$ cat src/common/shc_defines.svh
// register offsets, field positions, reset values and scale figures
`ifndef SHC_DEFINES_SVH
`define SHC_DEFINES_SVH
`define SHC_ADDR_ANT1_DEEP 8'h63
`define SHC_ADDR_ANT2_PROX 8'h81
`define SHC_ADDR_ANT2_TOUCH 8'h82
`define SHC_ADDR_ANT2_DEEP 8'h83
`define SHC_ADDR_HALL_FE 8'h90
`define SHC_ADDR_HALL_TUNE 8'h91
`define SHC_ADDR_COMP_LO 8'h92
`define SHC_ADDR_COMP_HI 8'h93
`define SHC_RST_ZERO 8'h00
`define SHC_RST_HALL_FE 8'h03
`define SHC_RST_HALL_TUNE 8'h50
`define SHC_MASK_ALL 8'hFF
`define SHC_MASK_HALL_FE 8'h33
`define SHC_FE_DIV_HI 5
`define SHC_FE_DIV_LO 4
`define SHC_FE_MODE_HI 1
`define SHC_FE_MODE_LO 0
`define SHC_TUNE_BASE_HI 7
`define SHC_TUNE_BASE_LO 6
`define SHC_TUNE_TGT_HI 5
`define SHC_TUNE_TGT_LO 0
`define SHC_MUL_COMP_HI 7
`define SHC_MUL_COMP_LO 6
`define SHC_MUL_COARSE_HI 5
`define SHC_MUL_COARSE_LO 4
`define SHC_MUL_FINE_HI 3
`define SHC_MUL_FINE_LO 0
`define SHC_BASE_75 8'h4B
`define SHC_BASE_100 8'h64
`define SHC_BASE_150 8'h96
`define SHC_BASE_200 8'hC8
`define SHC_DIV_MIN 5'h02
`define SHC_TGT_SHIFT 5
`define SHC_DEEP2_SHIFT 2
`define SHC_AVG_SHIFT 8
`define SHC_RST_DIV 5'h02
`define SHC_RST_BASE 8'h64
`define SHC_RST_TGT 11'h200
`endif

$ cat src/common/shc_pkg.sv
// types shared by the sensor configuration register bank
package shc_pkg;
  typedef enum logic [1:0] {SHC_TUNE_OFF, SHC_TUNE_PARTIAL, SHC_TUNE_SEMI, SHC_TUNE_FULL} shc_tune_mode_type;
endpackage

$ cat src/common/shc_hall_if.sv
// raw hall settings bytes out, decoded hall fields back
`timescale 1ns/1ps
interface shc_hall_if;
  import shc_pkg::*;
  logic [7:0] fe;
  logic [7:0] tune;
  logic [7:0] comp_lo;
  logic [7:0] comp_hi;
  logic [4:0] div;
  shc_tune_mode_type mode;
  logic tune_en;
  logic coarse_fix;
  logic fine_fix;
  logic [7:0] base;
  logic [10:0] target;
  logic [9:0] comp;
  logic [1:0] coarse;
  logic [3:0] fine;
  modport regs (output fe, tune, comp_lo, comp_hi,
    input div, mode, tune_en, coarse_fix, fine_fix, base, target, comp, coarse, fine);
  modport dec (input fe, tune, comp_lo, comp_hi,
    output div, mode, tune_en, coarse_fix, fine_fix, base, target, comp, coarse, fine);
endinterface

$ cat src/hw/shc_byte_reg.sv
// one software-writable configuration byte with masked bits
`timescale 1ns/1ps
`include "shc_defines.svh"
module shc_byte_reg #(
  parameter logic [7:0] RST_VAL = `SHC_RST_ZERO,
  parameter logic [7:0] WR_MASK = `SHC_MASK_ALL
) (
  input wire logic core_clk,
  input wire logic rst,
  input wire logic wr_en,
  input wire logic [7:0] wdata,
  output logic [7:0] q
);
  // masked positions never store, so they read back as zero
  always_ff @(posedge core_clk or posedge rst)
  begin
    if (rst)
      q <= RST_VAL & WR_MASK;
    else if (wr_en)
      q <= wdata & WR_MASK;
  end
endmodule

$ cat src/hw/shc_hall_decode.sv
// decodes hall front-end, tuning and multiplier fields
`timescale 1ns/1ps
`include "shc_defines.svh"
module shc_hall_decode
  import shc_pkg::*;
(
  shc_hall_if.dec hif
);
  logic [1:0] mode_bits;
  assign mode_bits = hif.fe[`SHC_FE_MODE_HI:`SHC_FE_MODE_LO];
  assign hif.div = `SHC_DIV_MIN << hif.fe[`SHC_FE_DIV_HI:`SHC_FE_DIV_LO];
  assign hif.target = {5'h00, hif.tune[`SHC_TUNE_TGT_HI:`SHC_TUNE_TGT_LO]} << `SHC_TGT_SHIFT;
  assign hif.comp = {hif.comp_hi[`SHC_MUL_COMP_HI:`SHC_MUL_COMP_LO], hif.comp_lo};
  assign hif.coarse = hif.comp_hi[`SHC_MUL_COARSE_HI:`SHC_MUL_COARSE_LO];
  assign hif.fine = hif.comp_hi[`SHC_MUL_FINE_HI:`SHC_MUL_FINE_LO];
  always_comb
  begin
    hif.mode = shc_tune_mode_type'(mode_bits);
    hif.tune_en = 1'b1;
    hif.coarse_fix = 1'b0;
    hif.fine_fix = 1'b0;
    // off holds both multipliers so nothing drifts
    case (hif.mode)
      SHC_TUNE_OFF:
      begin
        hif.tune_en = 1'b0;
        hif.coarse_fix = 1'b1;
        hif.fine_fix = 1'b1;
      end
      SHC_TUNE_PARTIAL:
      begin
        hif.coarse_fix = 1'b1;
        hif.fine_fix = 1'b1;
      end
      SHC_TUNE_SEMI: hif.coarse_fix = 1'b1;
      default: hif.tune_en = 1'b1;
    endcase
  end
  always_comb
  begin
    case (hif.tune[`SHC_TUNE_BASE_HI:`SHC_TUNE_BASE_LO])
      2'h0: hif.base = `SHC_BASE_75;
      2'h1: hif.base = `SHC_BASE_100;
      2'h2: hif.base = `SHC_BASE_150;
      default: hif.base = `SHC_BASE_200;
    endcase
  end
endmodule

$ cat src/hw/shc_config_regs.sv
// SAR threshold and hall front-end configuration register bank
// Notes on behaviour
// - ant1 deep threshold is value times average/256
// - ant2 proximity threshold used directly, 0-255
// - ant2 touch threshold used directly, 0-255
// - ant2 deep threshold is value times four
// - hall divider field selects 2,4,8,16
// - tuning mode: off, partial, semi, full
// - tuning base field selects 75,100,150,200
// - tuning target is six-bit field times 32
// - compensation is ten bits over two bytes
// - coarse and fine multipliers from 0x93
`timescale 1ns/1ps
`include "shc_defines.svh"
module shc_config_regs
  import shc_pkg::*;
(
  input wire logic core_clk,
  input wire logic rst,
  input wire logic [7:0] reg_addr,
  input wire logic [7:0] reg_wdata,
  input wire logic reg_wr,
  input wire logic reg_rd,
  output logic [7:0] reg_rdata,
  input wire logic [15:0] long_term_average,
  output logic [15:0] ant1_deep_thr,
  output logic [7:0] ant2_prox_thr,
  output logic [7:0] ant2_touch_thr,
  output logic [9:0] ant2_deep_thr,
  output logic [4:0] charge_clock_divider,
  output shc_tune_mode_type auto_tuning_mode,
  output logic tuning_enable,
  output logic coarse_mult_fixed,
  output logic fine_mult_fixed,
  output logic [7:0] tuning_base,
  output logic [10:0] tuning_target,
  output logic [9:0] compensation,
  output logic [1:0] coarse_mult,
  output logic [3:0] fine_mult
);
  logic hit_a1d;
  logic hit_a2p;
  logic hit_a2t;
  logic hit_a2d;
  logic hit_fe;
  logic hit_tune;
  logic hit_clo;
  logic hit_chi;
  logic [7:0] a1d_q;
  logic [7:0] a2p_q;
  logic [7:0] a2t_q;
  logic [7:0] a2d_q;
  logic [7:0] rdata_nxt;
  logic [23:0] a1d_prod;
  shc_hall_if hif ();

  assign hit_a1d = reg_wr && (reg_addr == `SHC_ADDR_ANT1_DEEP);
  assign hit_a2p = reg_wr && (reg_addr == `SHC_ADDR_ANT2_PROX);
  assign hit_a2t = reg_wr && (reg_addr == `SHC_ADDR_ANT2_TOUCH);
  assign hit_a2d = reg_wr && (reg_addr == `SHC_ADDR_ANT2_DEEP);
  assign hit_fe = reg_wr && (reg_addr == `SHC_ADDR_HALL_FE);
  assign hit_tune = reg_wr && (reg_addr == `SHC_ADDR_HALL_TUNE);
  assign hit_clo = reg_wr && (reg_addr == `SHC_ADDR_COMP_LO);
  assign hit_chi = reg_wr && (reg_addr == `SHC_ADDR_COMP_HI);

  shc_byte_reg u_a1d (
    .core_clk(core_clk),
    .rst(rst),
    .wr_en(hit_a1d),
    .wdata(reg_wdata),
    .q(a1d_q)
  );
  shc_byte_reg u_a2p (
    .core_clk(core_clk),
    .rst(rst),
    .wr_en(hit_a2p),
    .wdata(reg_wdata),
    .q(a2p_q)
  );
  shc_byte_reg u_a2t (
    .core_clk(core_clk),
    .rst(rst),
    .wr_en(hit_a2t),
    .wdata(reg_wdata),
    .q(a2t_q)
  );
  shc_byte_reg u_a2d (
    .core_clk(core_clk),
    .rst(rst),
    .wr_en(hit_a2d),
    .wdata(reg_wdata),
    .q(a2d_q)
  );
  shc_byte_reg #(
    .RST_VAL(`SHC_RST_HALL_FE),
    .WR_MASK(`SHC_MASK_HALL_FE)
  ) u_fe (
    .core_clk(core_clk),
    .rst(rst),
    .wr_en(hit_fe),
    .wdata(reg_wdata),
    .q(hif.fe)
  );
  shc_byte_reg #(
    .RST_VAL(`SHC_RST_HALL_TUNE)
  ) u_tune (
    .core_clk(core_clk),
    .rst(rst),
    .wr_en(hit_tune),
    .wdata(reg_wdata),
    .q(hif.tune)
  );
  shc_byte_reg u_clo (
    .core_clk(core_clk),
    .rst(rst),
    .wr_en(hit_clo),
    .wdata(reg_wdata),
    .q(hif.comp_lo)
  );
  shc_byte_reg u_chi (
    .core_clk(core_clk),
    .rst(rst),
    .wr_en(hit_chi),
    .wdata(reg_wdata),
    .q(hif.comp_hi)
  );

  shc_hall_decode u_dec (
    .hif(hif)
  );

  // unmapped offsets read zero so software can probe safely
  always_comb
  begin
    case (reg_addr)
      `SHC_ADDR_ANT1_DEEP: rdata_nxt = a1d_q;
      `SHC_ADDR_ANT2_PROX: rdata_nxt = a2p_q;
      `SHC_ADDR_ANT2_TOUCH: rdata_nxt = a2t_q;
      `SHC_ADDR_ANT2_DEEP: rdata_nxt = a2d_q;
      `SHC_ADDR_HALL_FE: rdata_nxt = hif.fe;
      `SHC_ADDR_HALL_TUNE: rdata_nxt = hif.tune;
      `SHC_ADDR_COMP_LO: rdata_nxt = hif.comp_lo;
      `SHC_ADDR_COMP_HI: rdata_nxt = hif.comp_hi;
      default: rdata_nxt = `SHC_RST_ZERO;
    endcase
  end

  // data stands only in the cycle after the strobe
  always_ff @(posedge core_clk or posedge rst)
  begin
    if (rst)
      reg_rdata <= `SHC_RST_ZERO;
    else if (reg_rd)
      reg_rdata <= rdata_nxt;
    else
      reg_rdata <= `SHC_RST_ZERO;
  end

  // average may move every cycle, so the scaled value tracks it
  assign a1d_prod = {8'h00, a1d_q} * {8'h00, long_term_average};

  always_ff @(posedge core_clk or posedge rst)
  begin
    if (rst)
      ant1_deep_thr <= 16'h0000;
    else
      ant1_deep_thr <= a1d_prod[23:`SHC_AVG_SHIFT];
  end

  always_ff @(posedge core_clk or posedge rst)
  begin
    if (rst)
    begin
      ant2_prox_thr <= `SHC_RST_ZERO;
      ant2_touch_thr <= `SHC_RST_ZERO;
      ant2_deep_thr <= 10'h000;
    end
    else
    begin
      ant2_prox_thr <= a2p_q;
      ant2_touch_thr <= a2t_q;
      ant2_deep_thr <= {a2d_q, 2'h0};
    end
  end

  // reset images match the decoded defaults of the hall bytes
  always_ff @(posedge core_clk or posedge rst)
  begin
    if (rst)
    begin
      charge_clock_divider <= `SHC_RST_DIV;
      auto_tuning_mode <= SHC_TUNE_FULL;
      tuning_enable <= 1'b1;
      coarse_mult_fixed <= 1'b0;
      fine_mult_fixed <= 1'b0;
      tuning_base <= `SHC_RST_BASE;
      tuning_target <= `SHC_RST_TGT;
    end
    else
    begin
      charge_clock_divider <= hif.div;
      auto_tuning_mode <= hif.mode;
      tuning_enable <= hif.tune_en;
      coarse_mult_fixed <= hif.coarse_fix;
      fine_mult_fixed <= hif.fine_fix;
      tuning_base <= hif.base;
      tuning_target <= hif.target;
    end
  end

  always_ff @(posedge core_clk or posedge rst)
  begin
    if (rst)
    begin
      compensation <= 10'h000;
      coarse_mult <= 2'h0;
      fine_mult <= 4'h0;
    end
    else
    begin
      compensation <= hif.comp;
      coarse_mult <= hif.coarse;
      fine_mult <= hif.fine;
    end
  end

  property p_a1d_scale;
    @(posedge core_clk) disable iff (rst)
    hit_a1d ##1 !hit_a1d |=>
      ant1_deep_thr == 16'((24'($past(reg_wdata, 2)) * 24'($past(long_term_average))) >> 8);
  endproperty
  a_a1d_scale: assert property (p_a1d_scale) else $error("ant1 deep threshold wrong");

  property p_a2p;
    @(posedge core_clk) disable iff (rst)
    hit_a2p ##1 !hit_a2p |=> ant2_prox_thr == $past(reg_wdata, 2);
  endproperty
  a_a2p: assert property (p_a2p) else $error("ant2 prox threshold wrong");

  property p_a2t;
    @(posedge core_clk) disable iff (rst)
    hit_a2t |-> ##2 ant2_touch_thr == $past(reg_wdata, 2) || $past(hit_a2t);
  endproperty
  a_a2t: assert property (p_a2t) else $error("ant2 touch threshold wrong");

  property p_a2d;
    @(posedge core_clk) disable iff (rst)
    hit_a2d ##1 !hit_a2d |=> ant2_deep_thr == {$past(reg_wdata, 2), 2'h0} && ant2_deep_thr[1:0] == 2'h0;
  endproperty
  a_a2d: assert property (p_a2d) else $error("ant2 deep threshold not times four");

  property p_div;
    @(posedge core_clk) disable iff (rst)
    hit_fe ##1 !hit_fe |=> charge_clock_divider == 5'(5'h02 << $past(reg_wdata[5:4], 2));
  endproperty
  a_div: assert property (p_div) else $error("charge divider decode wrong");

  property p_mode;
    @(posedge core_clk) disable iff (rst)
    hit_fe ##1 !hit_fe |=> auto_tuning_mode == shc_tune_mode_type'($past(reg_wdata[1:0], 2))
      && tuning_enable == ($past(reg_wdata[1:0], 2) != 2'h0)
      && coarse_mult_fixed == ($past(reg_wdata[1:0], 2) != 2'h3)
      && fine_mult_fixed == ($past(reg_wdata[1:0], 2) <= 2'h1);
  endproperty
  a_mode: assert property (p_mode) else $error("tuning mode decode wrong");

  property p_base;
    @(posedge core_clk) disable iff (rst)
    hit_tune && reg_wdata[7:6] == 2'h2 ##1 !hit_tune |=> tuning_base == 8'h96;
  endproperty
  a_base: assert property (p_base) else $error("tuning base decode wrong");

  property p_target;
    @(posedge core_clk) disable iff (rst)
    hit_tune ##1 !hit_tune |=> tuning_target == 11'({$past(reg_wdata[5:0], 2), 5'h00});
  endproperty
  a_target: assert property (p_target) else $error("tuning target not times 32");

  property p_comp;
    @(posedge core_clk) disable iff (rst)
    hit_chi ##1 !hit_chi |=> compensation[9:8] == $past(reg_wdata[7:6], 2)
      && compensation[7:0] == $past(hif.comp_lo);
  endproperty
  a_comp: assert property (p_comp) else $error("compensation assembly wrong");

  property p_mult;
    @(posedge core_clk) disable iff (rst)
    hit_chi ##1 !hit_chi |=> coarse_mult == $past(reg_wdata[5:4], 2) && fine_mult == $past(reg_wdata[3:0], 2);
  endproperty
  a_mult: assert property (p_mult) else $error("multiplier fields wrong");

  property p_fe_reserved;
    @(posedge core_clk) disable iff (rst)
    reg_rd && reg_addr == `SHC_ADDR_HALL_FE |=> (reg_rdata & 8'hCC) == 8'h00;
  endproperty
  a_fe_reserved: assert property (p_fe_reserved) else $error("reserved hall bits not zero");

  property p_reset_defaults;
    @(posedge core_clk)
    $fell(rst) |-> charge_clock_divider == 5'h02 && auto_tuning_mode == SHC_TUNE_FULL
      && tuning_base == 8'h64 && tuning_target == 11'h200 && ant2_prox_thr == 8'h00;
  endproperty
  a_reset_defaults: assert property (p_reset_defaults) else $error("reset defaults wrong");

  property p_rd_idle;
    @(posedge core_clk) disable iff (rst)
    !reg_rd |=> reg_rdata == 8'h00;
  endproperty
  a_rd_idle: assert property (p_rd_idle) else $error("read data outside read slot");

  property p_rd_after_wr;
    @(posedge core_clk) disable iff (rst)
    hit_a2p ##1 (reg_rd && reg_addr == `SHC_ADDR_ANT2_PROX) |=> reg_rdata == $past(reg_wdata, 2);
  endproperty
  a_rd_after_wr: assert property (p_rd_after_wr) else $error("read after write not new value");

  property p_fe_store;
    @(posedge core_clk) disable iff (rst)
    hit_fe |=> (hif.fe & 8'hCC) == 8'h00 && hif.fe[5:4] == $past(reg_wdata[5:4])
      && hif.fe[1:0] == $past(reg_wdata[1:0]);
  endproperty
  a_fe_store: assert property (p_fe_store) else $error("hall settings write not masked");

  property p_mode_flags;
    @(posedge core_clk) disable iff (rst)
    tuning_enable == (auto_tuning_mode != SHC_TUNE_OFF) && (coarse_mult_fixed || !fine_mult_fixed);
  endproperty
  a_mode_flags: assert property (p_mode_flags) else $error("tuning flags disagree with mode");

  // average moves freely, so the scaled value must follow it every cycle
  property p_a1d_track;
    @(posedge core_clk) disable iff (rst)
    1'b1 |=> ant1_deep_thr == 16'((24'($past(a1d_q)) * 24'($past(long_term_average))) >> 8);
  endproperty
  a_a1d_track: assert property (p_a1d_track) else $error("ant1 deep threshold not tracking average");

  property p_unmapped_rd;
    @(posedge core_clk) disable iff (rst)
    reg_rd && reg_addr == 8'h94 |=> reg_rdata == 8'h00;
  endproperty
  a_unmapped_rd: assert property (p_unmapped_rd) else $error("unmapped read not zero");

  property p_hold;
    @(posedge core_clk) disable iff (rst)
    !reg_wr || reg_addr == 8'h94 |=>
      $stable({a1d_q, a2p_q, a2t_q, a2d_q, hif.fe, hif.tune, hif.comp_lo, hif.comp_hi});
  endproperty
  a_hold: assert property (p_hold) else $error("register changed without a write");
endmodule

$ cat config.mk
export PLATFORM = sky130hd
export DESIGN_NAME = shc_config_regs
export DESIGN_NICKNAME = d
export VERILOG_FILES = /design/src/common/shc_pkg.sv /design/src/common/shc_hall_if.sv /design/src/hw/shc_byte_reg.sv /design/src/hw/shc_hall_decode.sv /design/src/hw/shc_config_regs.sv
export VERILOG_INCLUDE_DIRS = /design/src /design/src/common
export SDC_FILE = /design/constraint.sdc
export NUM_CORES = 1
export LEC_CHECK = 0
export BUFFER_PORTS_ARGS = -buffer_cell sky130_fd_sc_hd__buf_4
export CAP_MARGIN = 40
export CORE_ASPECT_RATIO = 0.8
export CORE_MARGIN = 2
export CORE_UTILIZATION = 50
export CTS_CLUSTER_DIAMETER = 200
export CTS_CLUSTER_SIZE = 20
export DETAILED_ROUTE_END_ITERATION = 7
export PLACE_DENSITY_LB_ADDON = 0.15
export SYNTH_ARGS = -nofsm -noshare
export SYNTH_HDL_FRONTEND = slang
export SYNTH_SLANG_ARGS = --single-unit
$ cat constraint.sdc
create_clock -name core_clk -period 6.63 [get_ports core_clk]
set_input_delay 0.3315 -clock core_clk [delete_from_list [all_inputs] [get_ports core_clk]]
set_output_delay 0.3315 -clock core_clk [all_outputs]
set_load 0.02 [all_outputs]
==> impl_metrics.json <==
{
  "setup.worst_path.end": "ant1_deep_thr[13]$_DFF_PP0_",
  "clock_skew_ns": 0.00858,
  "track_usage": 0.219,
  "drc_errors": 0,
  "worst_path_max_delay_cell": "dfrtp_1",
  "max_freq_mhz": 206,
  "place_ws_ns": 1.85,
  "grt_start_max_net_pins": 87,
  "critPathMaxStageDelay_ns": 0.69,
  "layout-drive-gt1-share": 0.259,
  "synthCells": 785,
  "clockBufferDepth": 2,
  "finalPower_mw": 2.29,
  "drtIter0Drc": 391,
  "synth_cell_types": 54,
  "crit_required_ns": 6.93,
  "grt-ovfl-total": 0,
  "rr_worst_depth": 15,
  "timing.rr.end": "ant1_deep_thr[13]$_DFF_PP0_",
  "sequentialPowerShare": 0.433,
  "yosysMostFrequentCell": "dfrtp_1",
  "core_mm2": 0.0180,
  "p_per_area_mw_per_mm2": 212,
  "n_antenna_cell": 0,
  "globalplace.congestion": 0.853,
  "synth_ff_type": "dfrtp_1",
  "cts-htree-levels": 4,
  "fin_area_mm2": 0.0108,
  "die_w_um": 155,
  "ys_async_sr_fraction": 1.00,
  "vias": 6113,
  "synth_warnings": 0,
  "p_sw_frac": 0.297,
  "critPathMostFrequentCell": "fa_1",
  "wire_per_inst_um": 17.3,
  "cts_sinks": 147,
  "grt_pass1_wl_um": 32700,
  "cellInternalPower_mw": 1.61,
  "post-cts-setup-buffer-count": 0,
  "syn2layout_area_growth_pct": 19.1,
  "critical_path_class": "reg -> reg",
  "r2r_start": "u_a1d.q[2]$_DFFE_PP0P_",
  "io_buffers": 122,
  "postRouteAntennaNets": 0,
  "cp-startpoint": "u_a1d.q[2]$_DFFE_PP0P_",
  "hp-class": "in -> reg",
  "path_clk_slew_ns": 0.07,
  "synth.largest_area_cell": "dfrtp_1",
  "die_area_mm2": 0.0193,
  "synthesis.area_mm2": 0.00909,
  "dp_hpwl_um": 14700,
  "io_pins": 131,
  "clk_latency_ns": 0.42,
  "hold_viol_final": 0,
  "max_cap_violations": 0,
  "slew_headroom": 0.411,
  "finalSetupViolCount": 0,
  "finalSetupTns_ns": 0,
  "fin_crit_sh": 0.733,
  "post-route-min-period_ns": 4.86,
  "vdd_drop_max_uv": 143,
  "fin_nets": 1078,
  "die-height_um": 125,
  "p_sw_mw": 0.681,
  "rsz0062_at_grt": "false",
  "initial_core_util": 0.505,
  "r2r_slack_ns": 1.77,
  "p_clk_frac": 0.406,
  "crit_fanout": 18,
  "synth_edf_count": 0,
  "netlist_top_cells_count": "dfrtp_1 (135), inv_1 (99), and2_1 (97)",
  "antenna_found_initial": 0,
  "critPathLaunchType": "flop",
  "tritoncts": "built",
  "yosysSeqAreaShare": 0.406,
  "combPwrFrac": 0.161,
  "crit_path_end_kind": "flop",
  "outcome": "completed",
  "cts_root_buf": "clkbuf_16",
  "setup_ws_ns": 1.77,
  "cts-buffers-inserted": 17,
  "synth_area_per_cell_um2": 11.6,
  "synth_top_area_frac": 0.372,
  "placed_area_mm2": 0.0102,
  "final_core_util": 0.601,
  "row_count": 44,
  "wl_um": 19900,
  "n_fill_cell": 1494,
  "worstMarginPinSlew_ns": 0.879,
  "firstDrtPassIters": 5,
  "grt_pass1_vias": 6127,
  "synth_top_cells_by_area": "dfrtp_1 (37%), fa_1 (18%), mux2_2 (7.4%)",
  "drt-vias-per-instance": 5.29,
  "drv_slew": 0,
  "path_cells": "nand2_1 -> fa_1 -> inv_1 -> fa_1 -> fa_1 -> inv_1 -> fa_1 -> inv_1 -> ha_1 -> a21oi_1 -> o21ai_0 -> a41o_1 -> a21oi_1 -> nand2_1 -> o311ai_0",
  "critPathArrivalTime_ns": 5.16,
  "leakage_nw": 5.64,
  "yosys_register_bits": 147
}
## how the worst min path moves through the flow
stage	cells past startpoint	start	endpoint	slack, ns
global route	2	reg_wdata[2]	u_a2t.q[2]$_DFFE_PP0P_	0.20
global placement	0	u_tune.q[4]$_DFFE_PP1P_	tuning_target[9]$_DFF_PP1_	0.37
floorplan	0	u_tune.q[4]$_DFFE_PP1P_	tuning_target[9]$_DFF_PP1_	0.36
detailed placement	2	rst	ant1_deep_thr[13]$_DFF_PP0_	0.28
CTS	2	reg_wdata[2]	u_a1d.q[2]$_DFFE_PP0P_	0.19
finish	2	reg_wdata[2]	u_a1d.q[2]$_DFFE_PP0P_	0.21
## registers in the layout, summed over array words and instances, names as in the netlist, 6 cells and up
register	flops
ant1_deep_thr	16
compensation	10
ant2_deep_thr	8
ant2_prox_thr	8
ant2_touch_thr	8
reg_rdata	8
tuning_base	8
u_a1d.q	8
u_a2d.q	8
u_a2p.q	8
u_a2t.q	8
u_chi.q	8
u_clo.q	8
u_tune.q	8
tuning_target	6
## stage by stage
step	instances	hold WS (ns)
after floorplan	792	0.359
after detailed placement	1122	0.280
after global placement	1120	0.368
final	1155	0.208
after CTS	1155	0.191
after global routing	1155	0.198
## layer usage
| metal | wire length, µm | track usage | vias to the layer above |
|---|---|---|---|
| li1 | - | - | 2816 |
| met1 | 9540 | 0.329 | 3133 |
| met2 | 9380 | 0.338 | 150 |
| met3 | 850 | 0.0400 | 14 |
| met4 | 162 | 0.0441 | 0 |
| met5 | 0 | 0 | - |
## cells by family after synthesis
kind of cell	share of synthesized area
mux	0.0798
flops	0.406
other cells	0.000412
compound gates	0.0717
buf+inv	0.0557
fa+ha+maj	0.247
xor+xnor	0.0135
simple gates	0.125
## critical path: cells and delay by family, from the launching register on
family	cells	cell delay [ns]
AO/OA/AOI/OAI	5	1.26
adder cells (fa/ha/maj)	5	2.37
buffers and inverters	3	0.14
flip-flops	1	0.69
AND/OR/NAND/NOR	2	0.28
## layout by cell type (no fill, tap or decap), types with 5 or more instances in the layout
cell / instances
a21o_1: 8
a21oi_1: 20
a22oi_1: 18
a31oi_1: 9
and2_1: 97
buf_4: 126
clkbuf_16: 17
conb_1: 8
dfrtp_1: 135
dfstp_2: 12
fa_1: 83
ha_1: 47
inv_1: 98
inv_6: 6
mux2_2: 60
mux2i_1: 5
nand2_1: 53
nand3_1: 12
nor2_1: 18
o21ai_0: 13
xnor2_1: 10
## final cells by class
cell class                      count  area [µm²]  area share
Tap cell                          230         288      0.0266
Inverter                           99         377      0.0348
Timing Repair Buffer              128         983      0.0908
Multi-Input combinational cell    519        4920       0.454
Clock inverter                     14         139      0.0128
Sequential cell                   147        3690       0.341
Clock buffer                       18         429      0.0396
## timing repair
item                                   in CTS  in global routing
hold buffers                                1                  0
gates resized for setup                     0                  0
endpoints found under the hold margin      16                  0
## power groups by stage
| stage | combinational [mW] | clock (mW) | sequential (mW) |
|---|---|---|---|
| 2_1_floorplan | 0.192 | 0 | 1.04 |
| 3_3_place_gp | 0.366 | 0 | 1.01 |
| 3_5_place_dp | 0.372 | 0 | 1.01 |
| 4_1_cts | 0.375 | 0.943 | 0.991 |
| 5_1_grt | 0.411 | 0.986 | 0.998 |
| 6_report | 0.370 | 0.930 | 0.991 |
(Power assumes the default switching activity.)
